File: src/vcfg_pkg.sv
package vcfg_pkg;

    // Register bus shape
    localparam int ADDR_W = 16;
    localparam int DATA_W = 32;

    // Register byte offsets
    localparam logic [ADDR_W-1:0] OFF_VFCTL = 16'hc000;
    localparam logic [ADDR_W-1:0] OFF_MIRROR_LO = 16'hc100;
    localparam logic [ADDR_W-1:0] OFF_MIRROR_HI = 16'hc104;
    localparam logic [ADDR_W-1:0] OFF_INVALIDATE = 16'hc120;

    // Virtual function control fields
    localparam int CRED_EN_BIT = 0;
    localparam int SGI_LIM_BIT = 1;
    localparam int LPI_LIM_BIT = 2;
    localparam int CRED_CNT_LSB = 3;
    localparam int CRED_CNT_W = 2;
    localparam int VFCTL_W = 5;
    localparam logic [VFCTL_W-1:0] VFCTL_RESET = 5'h00;

    // Invalidate register fields
    localparam int INV_START_BIT = 31;
    localparam int MASK_MAX_W = 31;

    // Mirror layout: the base address field covers bits 51:12
    localparam int BASE_ADDR_W = 40;
    localparam int CREDIT_W = 3;

    // Request from the register bus master
    typedef struct packed {
        logic [ADDR_W-1:0] addr;
        logic [DATA_W-1:0] wdata;
        logic wr;
        logic rd;
        logic secure;
    } bus_req_type;

    // Fields of the virtual property base register
    typedef struct packed {
        logic [2:0] entry_size;
        logic [2:0] outer_cacheability;
        logic indirect;
        logic [1:0] page_size;
        logic [1:0] shareability;
        logic [2:0] inner_cacheability;
        logic [6:0] size;
    } prop_base_type;

    // Configuration table capture and wake state
    typedef struct packed {
        logic valid;
        logic sleep;
        logic [BASE_ADDR_W-1:0] base_addr;
    } cfg_table_type;

    // Invalidation walker
    typedef enum logic [0:0] {
        WALK_IDLE = 1'b0,
        WALK_RUN = 1'b1
    } walk_state_type;

endpackage

File: src/virtual_intr_config_regs.sv
// The placing of the registers and strobed register access were left to the implementer.
module virtual_intr_config_regs #(
    parameter int CHIP_COUNT = 4,
    parameter int CC_TOKENS = 4,
    parameter int ENTRIES = 16
) (
    input wire logic i_clk,
    input wire logic i_rst_n,
    input wire logic [vcfg_pkg::ADDR_W-1:0] i_addr,
    input wire logic [vcfg_pkg::DATA_W-1:0] i_wdata,
    input wire logic i_wr,
    input wire logic i_rd,
    input wire logic i_secure,
    input wire vcfg_pkg::prop_base_type i_prop_base,
    input wire vcfg_pkg::cfg_table_type i_cfg_table,
    input wire logic i_alloc,
    input wire logic [$clog2(ENTRIES)-1:0] i_alloc_idx,
    input wire logic [(CHIP_COUNT > 1 ? $clog2(CHIP_COUNT) : 1)-1:0] i_alloc_chip,
    input wire logic [$clog2(ENTRIES)-1:0] i_lookup_idx,
    output logic [vcfg_pkg::DATA_W-1:0] o_rdata,
    output logic [vcfg_pkg::CREDIT_W-1:0] o_vsgi_credit,
    output logic o_virtual_lpi_buffer_limit,
    output logic o_virtual_sgi_buffer_limit,
    output logic o_invalidate_busy,
    output logic o_lookup_valid
);
    localparam logic [vcfg_pkg::CREDIT_W-1:0] TOKENS =
        vcfg_pkg::CREDIT_W'(CC_TOKENS);
    localparam logic [vcfg_pkg::CREDIT_W-1:0] TOKEN_MAX_IDX =
        vcfg_pkg::CREDIT_W'(CC_TOKENS - 1);

    // Parameters the datapath cannot carry are refused
    initial begin
        if (CHIP_COUNT < 1 || CHIP_COUNT > vcfg_pkg::MASK_MAX_W) begin
            $error("chip count must lie between 1 and 31");
        end
        if (CC_TOKENS < 1 || CC_TOKENS > 7) begin
            $error("cross chip token count must lie between 1 and 7");
        end
    end

    vcfg_pkg::bus_req_type req;
    logic [vcfg_pkg::VFCTL_W-1:0] vfctl_q;
    logic [vcfg_pkg::CRED_CNT_W-1:0] cred_cnt;
    logic cred_en;
    logic sleep;
    logic [63:0] mirror;
    logic [vcfg_pkg::DATA_W-1:0] rdata_d;
    logic vfctl_hit;
    logic inv_hit;
    logic inv_start;
    logic walk_busy;

    // Bundle the bus request
    assign req = '{addr: i_addr, wdata: i_wdata, wr: i_wr, rd: i_rd, secure: i_secure};

    // Effective per-chip credit from the control field
    function automatic logic [vcfg_pkg::CREDIT_W-1:0] eff_credit(
        input logic en,
        input logic [vcfg_pkg::CRED_CNT_W-1:0] cnt
    );
        logic [vcfg_pkg::CREDIT_W-1:0] wide;
        wide = {1'b0, cnt};
        if (en && wide <= TOKEN_MAX_IDX) begin
            eff_credit = wide + 3'h1;
        end else begin
            eff_credit = TOKENS;
        end
    endfunction

    // Mirror word, fixed positions from the property base and table capture
    function automatic logic [63:0] build_mirror(
        input vcfg_pkg::prop_base_type pb,
        input vcfg_pkg::cfg_table_type ct
    );
        build_mirror = {ct.valid, ct.sleep, pb.entry_size, pb.outer_cacheability,
            pb.indirect, pb.page_size, 1'b0, ct.base_addr, pb.shareability,
            pb.inner_cacheability, pb.size};
    endfunction

    assign cred_en = vfctl_q[vcfg_pkg::CRED_EN_BIT];
    assign cred_cnt = vfctl_q[vcfg_pkg::CRED_CNT_LSB +: vcfg_pkg::CRED_CNT_W];
    assign sleep = i_cfg_table.sleep;
    assign mirror = build_mirror(i_prop_base, i_cfg_table);
    assign vfctl_hit = req.addr == vcfg_pkg::OFF_VFCTL;
    assign inv_hit = req.addr == vcfg_pkg::OFF_INVALIDATE;

    // A start while busy is ignored, so no start can meet a finish
    assign inv_start = req.wr && inv_hit && req.wdata[vcfg_pkg::INV_START_BIT] &&
        !walk_busy;

    // Control register, secure writes only
    always_ff @(posedge i_clk) begin
        if (!i_rst_n) begin
            vfctl_q <= vcfg_pkg::VFCTL_RESET;
        end else if (req.wr && vfctl_hit && req.secure) begin
            vfctl_q <= req.wdata[vcfg_pkg::VFCTL_W-1:0];
        end
    end

    // Read mux; unmapped offsets and the mask read as zero
    always_comb begin
        rdata_d = '0;
        if (vfctl_hit) begin
            if (req.secure) begin
                rdata_d = {{(vcfg_pkg::DATA_W - vcfg_pkg::VFCTL_W){1'b0}}, vfctl_q};
            end
        end else if (req.addr == vcfg_pkg::OFF_MIRROR_LO) begin
            rdata_d = mirror[31:0];
        end else if (req.addr == vcfg_pkg::OFF_MIRROR_HI) begin
            rdata_d = mirror[63:32];
        end else if (inv_hit) begin
            rdata_d[vcfg_pkg::INV_START_BIT] = walk_busy;
        end
    end

    // Read data stands only in the cycle after the strobe
    always_ff @(posedge i_clk) begin
        if (!i_rst_n) begin
            o_rdata <= '0;
        end else if (req.rd) begin
            o_rdata <= rdata_d;
        end else begin
            o_rdata <= '0;
        end
    end

    // Limit outputs registered so consumers see a clean level
    always_ff @(posedge i_clk) begin
        if (!i_rst_n) begin
            o_vsgi_credit <= TOKENS;
            o_virtual_lpi_buffer_limit <= 1'b0;
            o_virtual_sgi_buffer_limit <= 1'b0;
        end else begin
            o_vsgi_credit <= eff_credit(cred_en, cred_cnt);
            o_virtual_lpi_buffer_limit <= vfctl_q[vcfg_pkg::LPI_LIM_BIT];
            o_virtual_sgi_buffer_limit <= vfctl_q[vcfg_pkg::SGI_LIM_BIT];
        end
    end

    // Walker owns the RAM; the mask is CHIP_COUNT wide, upper bits dropped
    vpe_chip_ram #(
        .ENTRIES(ENTRIES),
        .CHIP_COUNT(CHIP_COUNT)
    ) walker (
        .i_clk(i_clk),
        .i_rst_n(i_rst_n),
        .i_alloc(i_alloc),
        .i_alloc_idx(i_alloc_idx),
        .i_alloc_chip(i_alloc_chip),
        .i_start(inv_start),
        .i_mask(req.wdata[CHIP_COUNT-1:0]),
        .i_lookup_idx(i_lookup_idx),
        .o_busy(walk_busy),
        .o_lookup_valid(o_lookup_valid)
    );

    // Busy copy for the pin; the register read uses the walker's own flop
    always_ff @(posedge i_clk) begin
        if (!i_rst_n) begin
            o_invalidate_busy <= 1'b0;
        end else begin
            o_invalidate_busy <= walk_busy;
        end
    end

    credit_cap_a: assert property (@(posedge i_clk) disable iff (!i_rst_n)
        (cred_en && {1'b0, cred_cnt} <= TOKEN_MAX_IDX)
        |=> o_vsgi_credit == {1'b0, $past(cred_cnt)} + 3'h1)
        else $error("credit cap does not follow the count field");

    credit_fallback_a: assert property (@(posedge i_clk) disable iff (!i_rst_n)
        (cred_en && {1'b0, cred_cnt} > TOKEN_MAX_IDX) |=> o_vsgi_credit == TOKENS)
        else $error("oversized count did not fall back to token count");

    credit_default_a: assert property (@(posedge i_clk) disable iff (!i_rst_n)
        !cred_en |=> o_vsgi_credit == TOKENS)
        else $error("disabled credit limit did not use token count");

    lpi_limit_a: assert property (@(posedge i_clk) disable iff (!i_rst_n)
        (req.wr && vfctl_hit && req.secure) |=> ##1
        o_virtual_lpi_buffer_limit == $past(req.wdata[vcfg_pkg::LPI_LIM_BIT], 2))
        else $error("virtual LPI limit did not follow the write");

    sgi_limit_a: assert property (@(posedge i_clk) disable iff (!i_rst_n)
        (req.wr && vfctl_hit && req.secure) |=> ##1
        o_virtual_sgi_buffer_limit == $past(req.wdata[vcfg_pkg::SGI_LIM_BIT], 2))
        else $error("virtual SGI limit did not follow the write");

    nonsecure_write_a: assert property (@(posedge i_clk) disable iff (!i_rst_n)
        (req.wr && vfctl_hit && !req.secure) |=> $stable(vfctl_q))
        else $error("non-secure write changed the control register");

    nonsecure_read_a: assert property (@(posedge i_clk) disable iff (!i_rst_n)
        (req.rd && vfctl_hit && !req.secure) |=> o_rdata == '0)
        else $error("non-secure read returned control contents");

    mirror_sleep_a: assert property (@(posedge i_clk) disable iff (!i_rst_n)
        (req.rd && req.addr == vcfg_pkg::OFF_MIRROR_HI) |=> o_rdata[30] == $past(sleep))
        else $error("sleep mirror bit wrong");

    mirror_valid_a: assert property (@(posedge i_clk) disable iff (!i_rst_n)
        (req.rd && req.addr == vcfg_pkg::OFF_MIRROR_HI)
        |=> o_rdata[31] == $past(i_cfg_table.valid))
        else $error("valid mirror bit wrong");

    mirror_addr_a: assert property (@(posedge i_clk) disable iff (!i_rst_n)
        (req.rd && req.addr == vcfg_pkg::OFF_MIRROR_LO)
        |=> o_rdata[31:12] == $past(i_cfg_table.base_addr[19:0]))
        else $error("base address mirror wrong");

    mask_reads_zero_a: assert property (@(posedge i_clk) disable iff (!i_rst_n)
        (req.rd && inv_hit) |=> o_rdata[30:0] == '0)
        else $error("chip mask field read back nonzero");

    start_sets_busy_a: assert property (@(posedge i_clk) disable iff (!i_rst_n)
        inv_start |=> walk_busy ##1 o_invalidate_busy)
        else $error("invalidate start did not raise busy");

    busy_clears_start_a: assert property (@(posedge i_clk) disable iff (!i_rst_n)
        (req.rd && inv_hit && !walk_busy) |=> !o_rdata[vcfg_pkg::INV_START_BIT])
        else $error("finished invalidation still reads as running");

    inv_walk_c: cover property (@(posedge i_clk) disable iff (!i_rst_n)
        inv_start ##1 walk_busy [*3]);

    fallback_c: cover property (@(posedge i_clk) disable iff (!i_rst_n)
        cred_en && {1'b0, cred_cnt} > TOKEN_MAX_IDX);

    nonsecure_c: cover property (@(posedge i_clk) disable iff (!i_rst_n)
        req.wr && vfctl_hit && !req.secure);

endmodule

File: src/vpe_chip_ram.sv
module vpe_chip_ram #(
    parameter int ENTRIES = 16,
    parameter int CHIP_COUNT = 4
) (
    input wire logic i_clk,
    input wire logic i_rst_n,
    input wire logic i_alloc,
    input wire logic [$clog2(ENTRIES)-1:0] i_alloc_idx,
    input wire logic [(CHIP_COUNT > 1 ? $clog2(CHIP_COUNT) : 1)-1:0] i_alloc_chip,
    input wire logic i_start,
    input wire logic [CHIP_COUNT-1:0] i_mask,
    input wire logic [$clog2(ENTRIES)-1:0] i_lookup_idx,
    output logic o_busy,
    output logic o_lookup_valid
);
    localparam int IDX_W = $clog2(ENTRIES);
    localparam int CHIP_W = CHIP_COUNT > 1 ? $clog2(CHIP_COUNT) : 1;
    localparam int WALK_BOUND = ENTRIES + 2;
    localparam logic [IDX_W-1:0] LAST_IDX = IDX_W'(ENTRIES - 1);

    initial begin
        if (ENTRIES < 2 || (1 << IDX_W) != ENTRIES) begin
            $error("entry count must be a power of two of at least 2");
        end
    end

    vcfg_pkg::walk_state_type state_q;
    logic [IDX_W-1:0] idx_q;
    logic [IDX_W-1:0] prev_idx_q;
    logic [CHIP_COUNT-1:0] mask_q;
    logic [ENTRIES-1:0] valid_q;
    logic [CHIP_W-1:0] chip_q [ENTRIES];
    logic hit;

    // Entry under the walker is dropped only when its chip is selected
    assign hit = valid_q[idx_q] && mask_q[chip_q[idx_q]];

    // Walk state: one entry per cycle, mask latched at start
    always_ff @(posedge i_clk) begin
        if (!i_rst_n) begin
            state_q <= vcfg_pkg::WALK_IDLE;
            idx_q <= '0;
            mask_q <= '0;
        end else begin
            unique case (state_q)
                vcfg_pkg::WALK_IDLE: begin
                    if (i_start) begin
                        state_q <= vcfg_pkg::WALK_RUN;
                        idx_q <= '0;
                        mask_q <= i_mask;
                    end
                end
                vcfg_pkg::WALK_RUN: begin
                    idx_q <= idx_q + 1'b1;
                    if (idx_q == LAST_IDX) begin
                        state_q <= vcfg_pkg::WALK_IDLE;
                    end
                end
            endcase
        end
    end

    // Valid bits; a fresh allocation beats a clear on the same entry
    always_ff @(posedge i_clk) begin
        if (!i_rst_n) begin
            valid_q <= '0;
        end else begin
            if (state_q == vcfg_pkg::WALK_RUN && hit) begin
                valid_q[idx_q] <= 1'b0;
            end
            if (i_alloc) begin
                valid_q[i_alloc_idx] <= 1'b1;
            end
        end
    end

    // Chip tags need no reset, valid bits guard them
    always_ff @(posedge i_clk) begin
        if (i_alloc) begin
            chip_q[i_alloc_idx] <= i_alloc_chip;
        end
    end

    // Registered outputs
    always_ff @(posedge i_clk) begin
        if (!i_rst_n) begin
            o_busy <= 1'b0;
            o_lookup_valid <= 1'b0;
            prev_idx_q <= '0;
        end else begin
            o_busy <= (state_q == vcfg_pkg::WALK_RUN && idx_q != LAST_IDX) ||
                (state_q == vcfg_pkg::WALK_IDLE && i_start);
            o_lookup_valid <= valid_q[i_lookup_idx];
            prev_idx_q <= idx_q;
        end
    end

    walk_ends_a: assert property (@(posedge i_clk) disable iff (!i_rst_n)
        $rose(o_busy) |-> ##[1:WALK_BOUND] !o_busy)
        else $error("invalidation walk did not finish in time");

    keep_unselected_a: assert property (@(posedge i_clk) disable iff (!i_rst_n)
        (state_q == vcfg_pkg::WALK_RUN && valid_q[idx_q] && !hit)
        |=> valid_q[prev_idx_q])
        else $error("entry of an unselected chip was dropped");

    drop_selected_a: assert property (@(posedge i_clk) disable iff (!i_rst_n)
        (state_q == vcfg_pkg::WALK_RUN && hit && !(i_alloc && i_alloc_idx == idx_q))
        |=> !valid_q[prev_idx_q])
        else $error("entry of a selected chip survived the walk");

    walk_done_c: cover property (@(posedge i_clk) disable iff (!i_rst_n)
        $fell(o_busy));

endmodule

File: config.mk
export PLATFORM = sky130hd
export DESIGN_NAME = virtual_intr_config_regs
export DESIGN_NICKNAME = d
export VERILOG_FILES = /design/src/vcfg_pkg.sv /design/src/virtual_intr_config_regs.sv /design/src/vpe_chip_ram.sv
export SDC_FILE = /design/constraint.sdc
export NUM_CORES = 1
export LEC_CHECK = 0
export BUFFER_PORTS_ARGS = -buffer_cell sky130_fd_sc_hd__buf_4
export CAP_MARGIN = 20
export CORE_AREA = 2 2 95 116
export DETAILED_ROUTE_END_ITERATION = 10
export DIE_AREA = 0 0 97 118
export HOLD_SLACK_MARGIN = 0.03
export PLACE_DENSITY_LB_ADDON = 0.3
export SYNTH_ARGS = -nofsm -noshare
export SYNTH_HDL_FRONTEND = slang
export SYNTH_SLANG_ARGS = --single-unit
File: constraint.sdc
create_clock -name i_clk -period 3 [get_ports i_clk]
set_clock_uncertainty 0.15 [all_clocks]
set_input_delay 0.6 -clock i_clk [delete_from_list [all_inputs] [get_ports i_clk]]
set_output_delay 0.6 -clock i_clk [all_outputs]
set_load 0.1 [all_outputs]
Word level (Yosys, flattened, before mapping)
Memories as Yosys holds them, arrays and structs flattened. A register that Yosys moved wholly into a read port is not among the register bits. Cells that the tools add are included.

Flip-flop bits (word level): 70. Output and inout bits: 39. Bits in writable memories: 32. Bits in latches: 0. ROM bits: 0. Memories: 1. Input port bits: 127.

Eq/ne operators: 7. Multiplexer cells: 28. Divide/modulo/power cells: 0. Reductions and logical operators: 16. Bitwise gates (word level): 4. $lt $le $gt $ge: 6. Multipliers: 0. Shifts and indexed selects: 0. Add/sub/neg operators: 2.

Memories: walker.chip_q (depth 16, width 2, rd ports 1, clocked after Yosys merged registers in 1, write ports 1, RTL line vpe_chip_ram.sv:32) `logic [CHIP_W-1:0] chip_q [ENTRIES];`.

Operators by type and width (count): 16-bit == test, second input constant (4); 32-bit 2-to-1 mux (2); 16-bit 2-to-1 mux (3); 31-bit 2-to-1 mux (1); 16-bit bitwise AND (1); 16-bit NOT (1); 16-bit bitwise OR (1); 4-bit by 5-bit less-than comparator with 1-bit output, second input constant (3); 4-bit 2-to-1 mux (3); 1-bit logical AND (11); 1-bit 2-to-1 mux (11); 1-bit binary-select mux with 4-bit select (2); 1-bit demux with 4-bit select (2); 4-bit by 1-bit >= comparator with 1-bit output, second input constant (2); 4-bit case mux with 2 select lines (1); 2-bit AND reduction (3); 5-bit 2-to-1 mux (1); 4-bit by 1-bit adder with 4-bit output, second input constant (1); 4-bit == test, second input constant (1); 4-bit != test, second input constant (1); 2-bit by 1-bit adder with 3-bit output, second input constant (1); 2-bit by 3-bit less-than comparator with 1-bit output, second input constant (1); 1-bit binary-select mux with 2-bit select (1); 2-bit by 1-bit != test with 1-bit output, second input constant (1); 4 further kinds (4).

Depth between registers and ports, before layout
Depth in word-level cells: 10. Depth in mapped cells: 8. Gate-level depth less buffers: 6.

Hierarchy
From an unflattened synthesis, not the netlist that was laid out.

Cell total of the unflattened synthesis: 410. Area total of the unflattened synthesis: 4584.4 sq um.

Modules (own cells, without submodules): vpe_chip_ram (area each 2896.5 sq um, instances 1, cells each 247); virtual_intr_config_regs (area each 1687.9 sq um, instances 1, cells each 163).

Worst setup path before layout
No wires, ideal clock.

Kind: input-to-reg. Start: input port i_addr[13] (netlist name). End: register walker.mask_q[0]. Setup time: 0.116 ns. Stages: 6. Arrival: 2.110 ns. Path slack: 0.624 ns. Path through: nor4b_1 nand4_1 or4_1 nor2_2 mux2i_1 nor2b_1.

Cells in the longest elaborated chain, start to end: 5.

Ends and longest elaborated chain: start: declaration (RTL line virtual_intr_config_regs.sv:9) `input wire logic [vcfg_pkg::ADDR_W-1:0] i_addr,`; 16-bit == test (RTL line virtual_intr_config_regs.sv:86) `assign inv_hit = req.addr == vcfg_pkg::OFF_INVALIDATE;`; 1-bit logical AND (3 in a row) (RTL line virtual_intr_config_regs.sv:89) `assign inv_start = req.wr && inv_hit && req.wdata[vcfg_pkg::INV_START_BIT] &&`; 2-bit AND reduction (no line); end signal: assignment (RTL line vpe_chip_ram.sv:50) `mask_q <= i_mask;`; end: declaration (RTL line vpe_chip_ram.sv:30) `logic [CHIP_COUNT-1:0] mask_q;`.

Every way passes these cells. A chain may end at the register's enable or synchronous reset.

==> flow_summary.json <==
{
  "first_global_vias": 3607,
  "end_kind": "flip-flop",
  "post_cts_buffers": 0,
  "arrival_ps": 2610,
  "cts_repair_resize_count": 0,
  "synth_seq_area_share_pct": 53.3,
  "fin_setup_tns_ps": 0,
  "grt_use_total_pct": 21.0,
  "cts_tree": "built",
  "die_h_um": 118,
  "critPathKind": "reg -> reg",
  "drv_cap": 0,
  "timing.final.crit_period_ps": 2540,
  "yosys_warnings": 0,
  "power_density_nw_per_um2": 478,
  "clock_latency_ps": 340,
  "ctsHoldBuffers": 0,
  "route.detailed.wl_per_inst_um": 18.5,
  "synth.distinct_cells": 47,
  "rsz0062_at_grt": "no",
  "reg2regPathDepth": 7,
  "clockRootBuffer": "clkbuf_16",
  "required_ps": 3070,
  "layout.cells.non_filler": 657,
  "hold_path_class": "reg -> reg",
  "die-area_um2": 11400,
  "synthCells": 389,
  "clock_sinks": 105,
  "grt_max_degree": 39,
  "slew_violations": 0,
  "fillers": 832,
  "nets": 655,
  "drc": 0,
  "place.gp.congestion": 0.865,
  "clockBufferDepth": 2,
  "setup_viol": 0,
  "port-buffer-count": 139,
  "worst_pin_slew_ps": 749,
  "htreeDepth": 3,
  "leakage_nw": 2.30,
  "synth_nets": 521,
  "place_ws_ps": 201,
  "max-vdd-ir-drop_uv": 292,
  "core_um2": 10300,
  "antenna_found_initial": 0,
  "finalCritPeriodShare_pct": 84.8,
  "syn_avg_cell_area_um2": 11.7,
  "dp.final_hpwl_mm": 9.04,
  "firstDrtPassIters": 4,
  "final_layout_size_suffix_gt1_share_pct": 35.6,
  "max_freq_mhz": 393,
  "place_inst": 641,
  "routed_wirelength_mm": 12.2,
  "diodes": 0,
  "synth_area_um2": 4550,
  "worstSetupStartpointType": "flip-flop",
  "area_delta_synth_final_pct": 32.9,
  "start_util_pct": 44.1,
  "clkTransAtPathRegs_ps": 70,
  "path_max_fanout": 16,
  "utilization_pct": 58.6,
  "async_reset_ff_share_pct": 0,
  "ant_nets": 0,
  "relSlewSlack_pct": 49.6,
  "grt_pass1_wl_mm": 19.1,
  "ios": 166,
  "finalHoldViolCount": 0,
  "cts-buffers-inserted": 9,
  "synth_seq_cells": 105,
  "die_w_um": 97,
  "dr_total_vias": 3655,
  "core.rowCount": 41,
  "final_common_cell": "buf_4",
  "min_path_cells": 2,
  "grt_overflow": 0,
  "synth_ff_type": "dfxtp_1",
  "synth_edf_count": 32,
  "final_cell_mix": "145 x buf_4, 73 x dfxtp_1, 44 x nor2_1, 32 x edfxtp_1, 31 x a22oi_1",
  "setup_ws_ps": 457,
  "via_per_inst": 5.56,
  "drt_iter0_drc": 200,
  "outcome": "finished clean"
}
==> final cells by class <==
type / count / area [um2] / area share (%)
clock buffer: 11 / 233 / 3.85
clock inverter: 5 / 80.1 / 1.33
inverter: 5 / 18.8 / 0.311
multi-input combinational: 255 / 2000 / 33.1
sequential: 105 / 2420 / 40.1
tap: 129 / 161 / 2.67
timing repair buffer: 147 / 1130 / 18.7
==> state kept, by name, summed over array words and instances, names as in the netlist, 3 cells and up, named ones only <==
signal,cells
walker.valid_q,16
walker.mask_q,4
o_rdata,32
walker.chip_q,32
vfctl_q,5
walker.idx_q,4
o_vsgi_credit,3
==> path summary, 6_finish.rpt <==
path,slack (ps),endpoint,start
setup / recovery,460,walker.valid_q[12],flip-flop
setup reg to reg,460,walker.valid_q[12],flip-flop
hold / removal,330,o_rdata[1],vfctl_q[1]
hold reg to reg,330,o_rdata[1],vfctl_q[1]
==> Yosys cell counts, types with 2 or more instances <==
cell type | number | area (um2)
a31oi_2 | 10 | 125
nor4bb_1 | 8 | 80.1
o211ai_1 | 2 | 15.0
mux4_1 | 4 | 105
nand2b_1 | 4 | 25.0
nor2b_1 | 13 | 81.3
ha_1 | 5 | 62.6
a22oi_1 | 31 | 233
and4b_1 | 4 | 40.0
nor4b_1 | 5 | 43.8
mux2i_1 | 23 | 230
o22ai_1 | 3 | 18.8
or2_2 | 2 | 12.5
edfxtp_1 | 32 | 961
nor3_1 | 5 | 25.0
a31oi_1 | 6 | 37.5
nor4_1 | 5 | 31.3
nand2_1 | 14 | 52.6
nand4_1 | 6 | 37.5
o21ai_0 | 23 | 115
nand3b_1 | 6 | 45.0
nor2_1 | 44 | 165
mux4_2 | 10 | 225
or3b_1 | 2 | 17.5
clkbuf_1 | 19 | 71.3
o22a_1 | 2 | 17.5
nand3_1 | 2 | 10.0
inv_1 | 5 | 18.8
dfxtp_1 | 73 | 1460
and2_1 | 4 | 25.0
==> per-stage QoR <==
step	total power, mW	area, um2	hold WS (ps)
finish	2.89	6040	330
global route	2.98	6040	335
CTS	2.91	6040	333
detailed placement	1.69	5730	317
global placement	1.68	5730	305
floorplan	1.56	4550	279
==> where the power goes <==
part           total (mW)  internal (mW)  switching, mW
logic               0.176          0.105         0.0709
clock network        1.23          0.731          0.503
registers            1.48           1.47        0.00559
total                2.89           2.31          0.579
==> layer usage <==
layer | global-route usage (%) | wire length (um)
met1 | 23.8 | 4560
met2 | 37.9 | 6420
met3 | 4.63 | 853
met4 | 8.54 | 345
met5 | 0 | 0
==> cell families after synthesis <==
| kind of cell | Yosys count | share of synthesized area, % |
|---|---|---|
| AOI/OAI and AO/OA | 82 | 13.6 |
| adders and majority gates | 5 | 1.38 |
| buffers and inverters | 29 | 3.03 |
| DFF | 105 | 53.3 |
| muxes | 37 | 12.3 |
| and+or+nand+nor | 131 | 16.4 |
==> worst max-delay path, cell delays in order, from the launching register on <==
cell and delay, ps:
dfxtp_1 620, buf_4 220, mux4_1 560, mux2i_1 150
mux2i_1 130, a41oi_2 190, a21o_4 260, a31oi_1 130
Note: power is estimated with default switching activity, not from simulation.
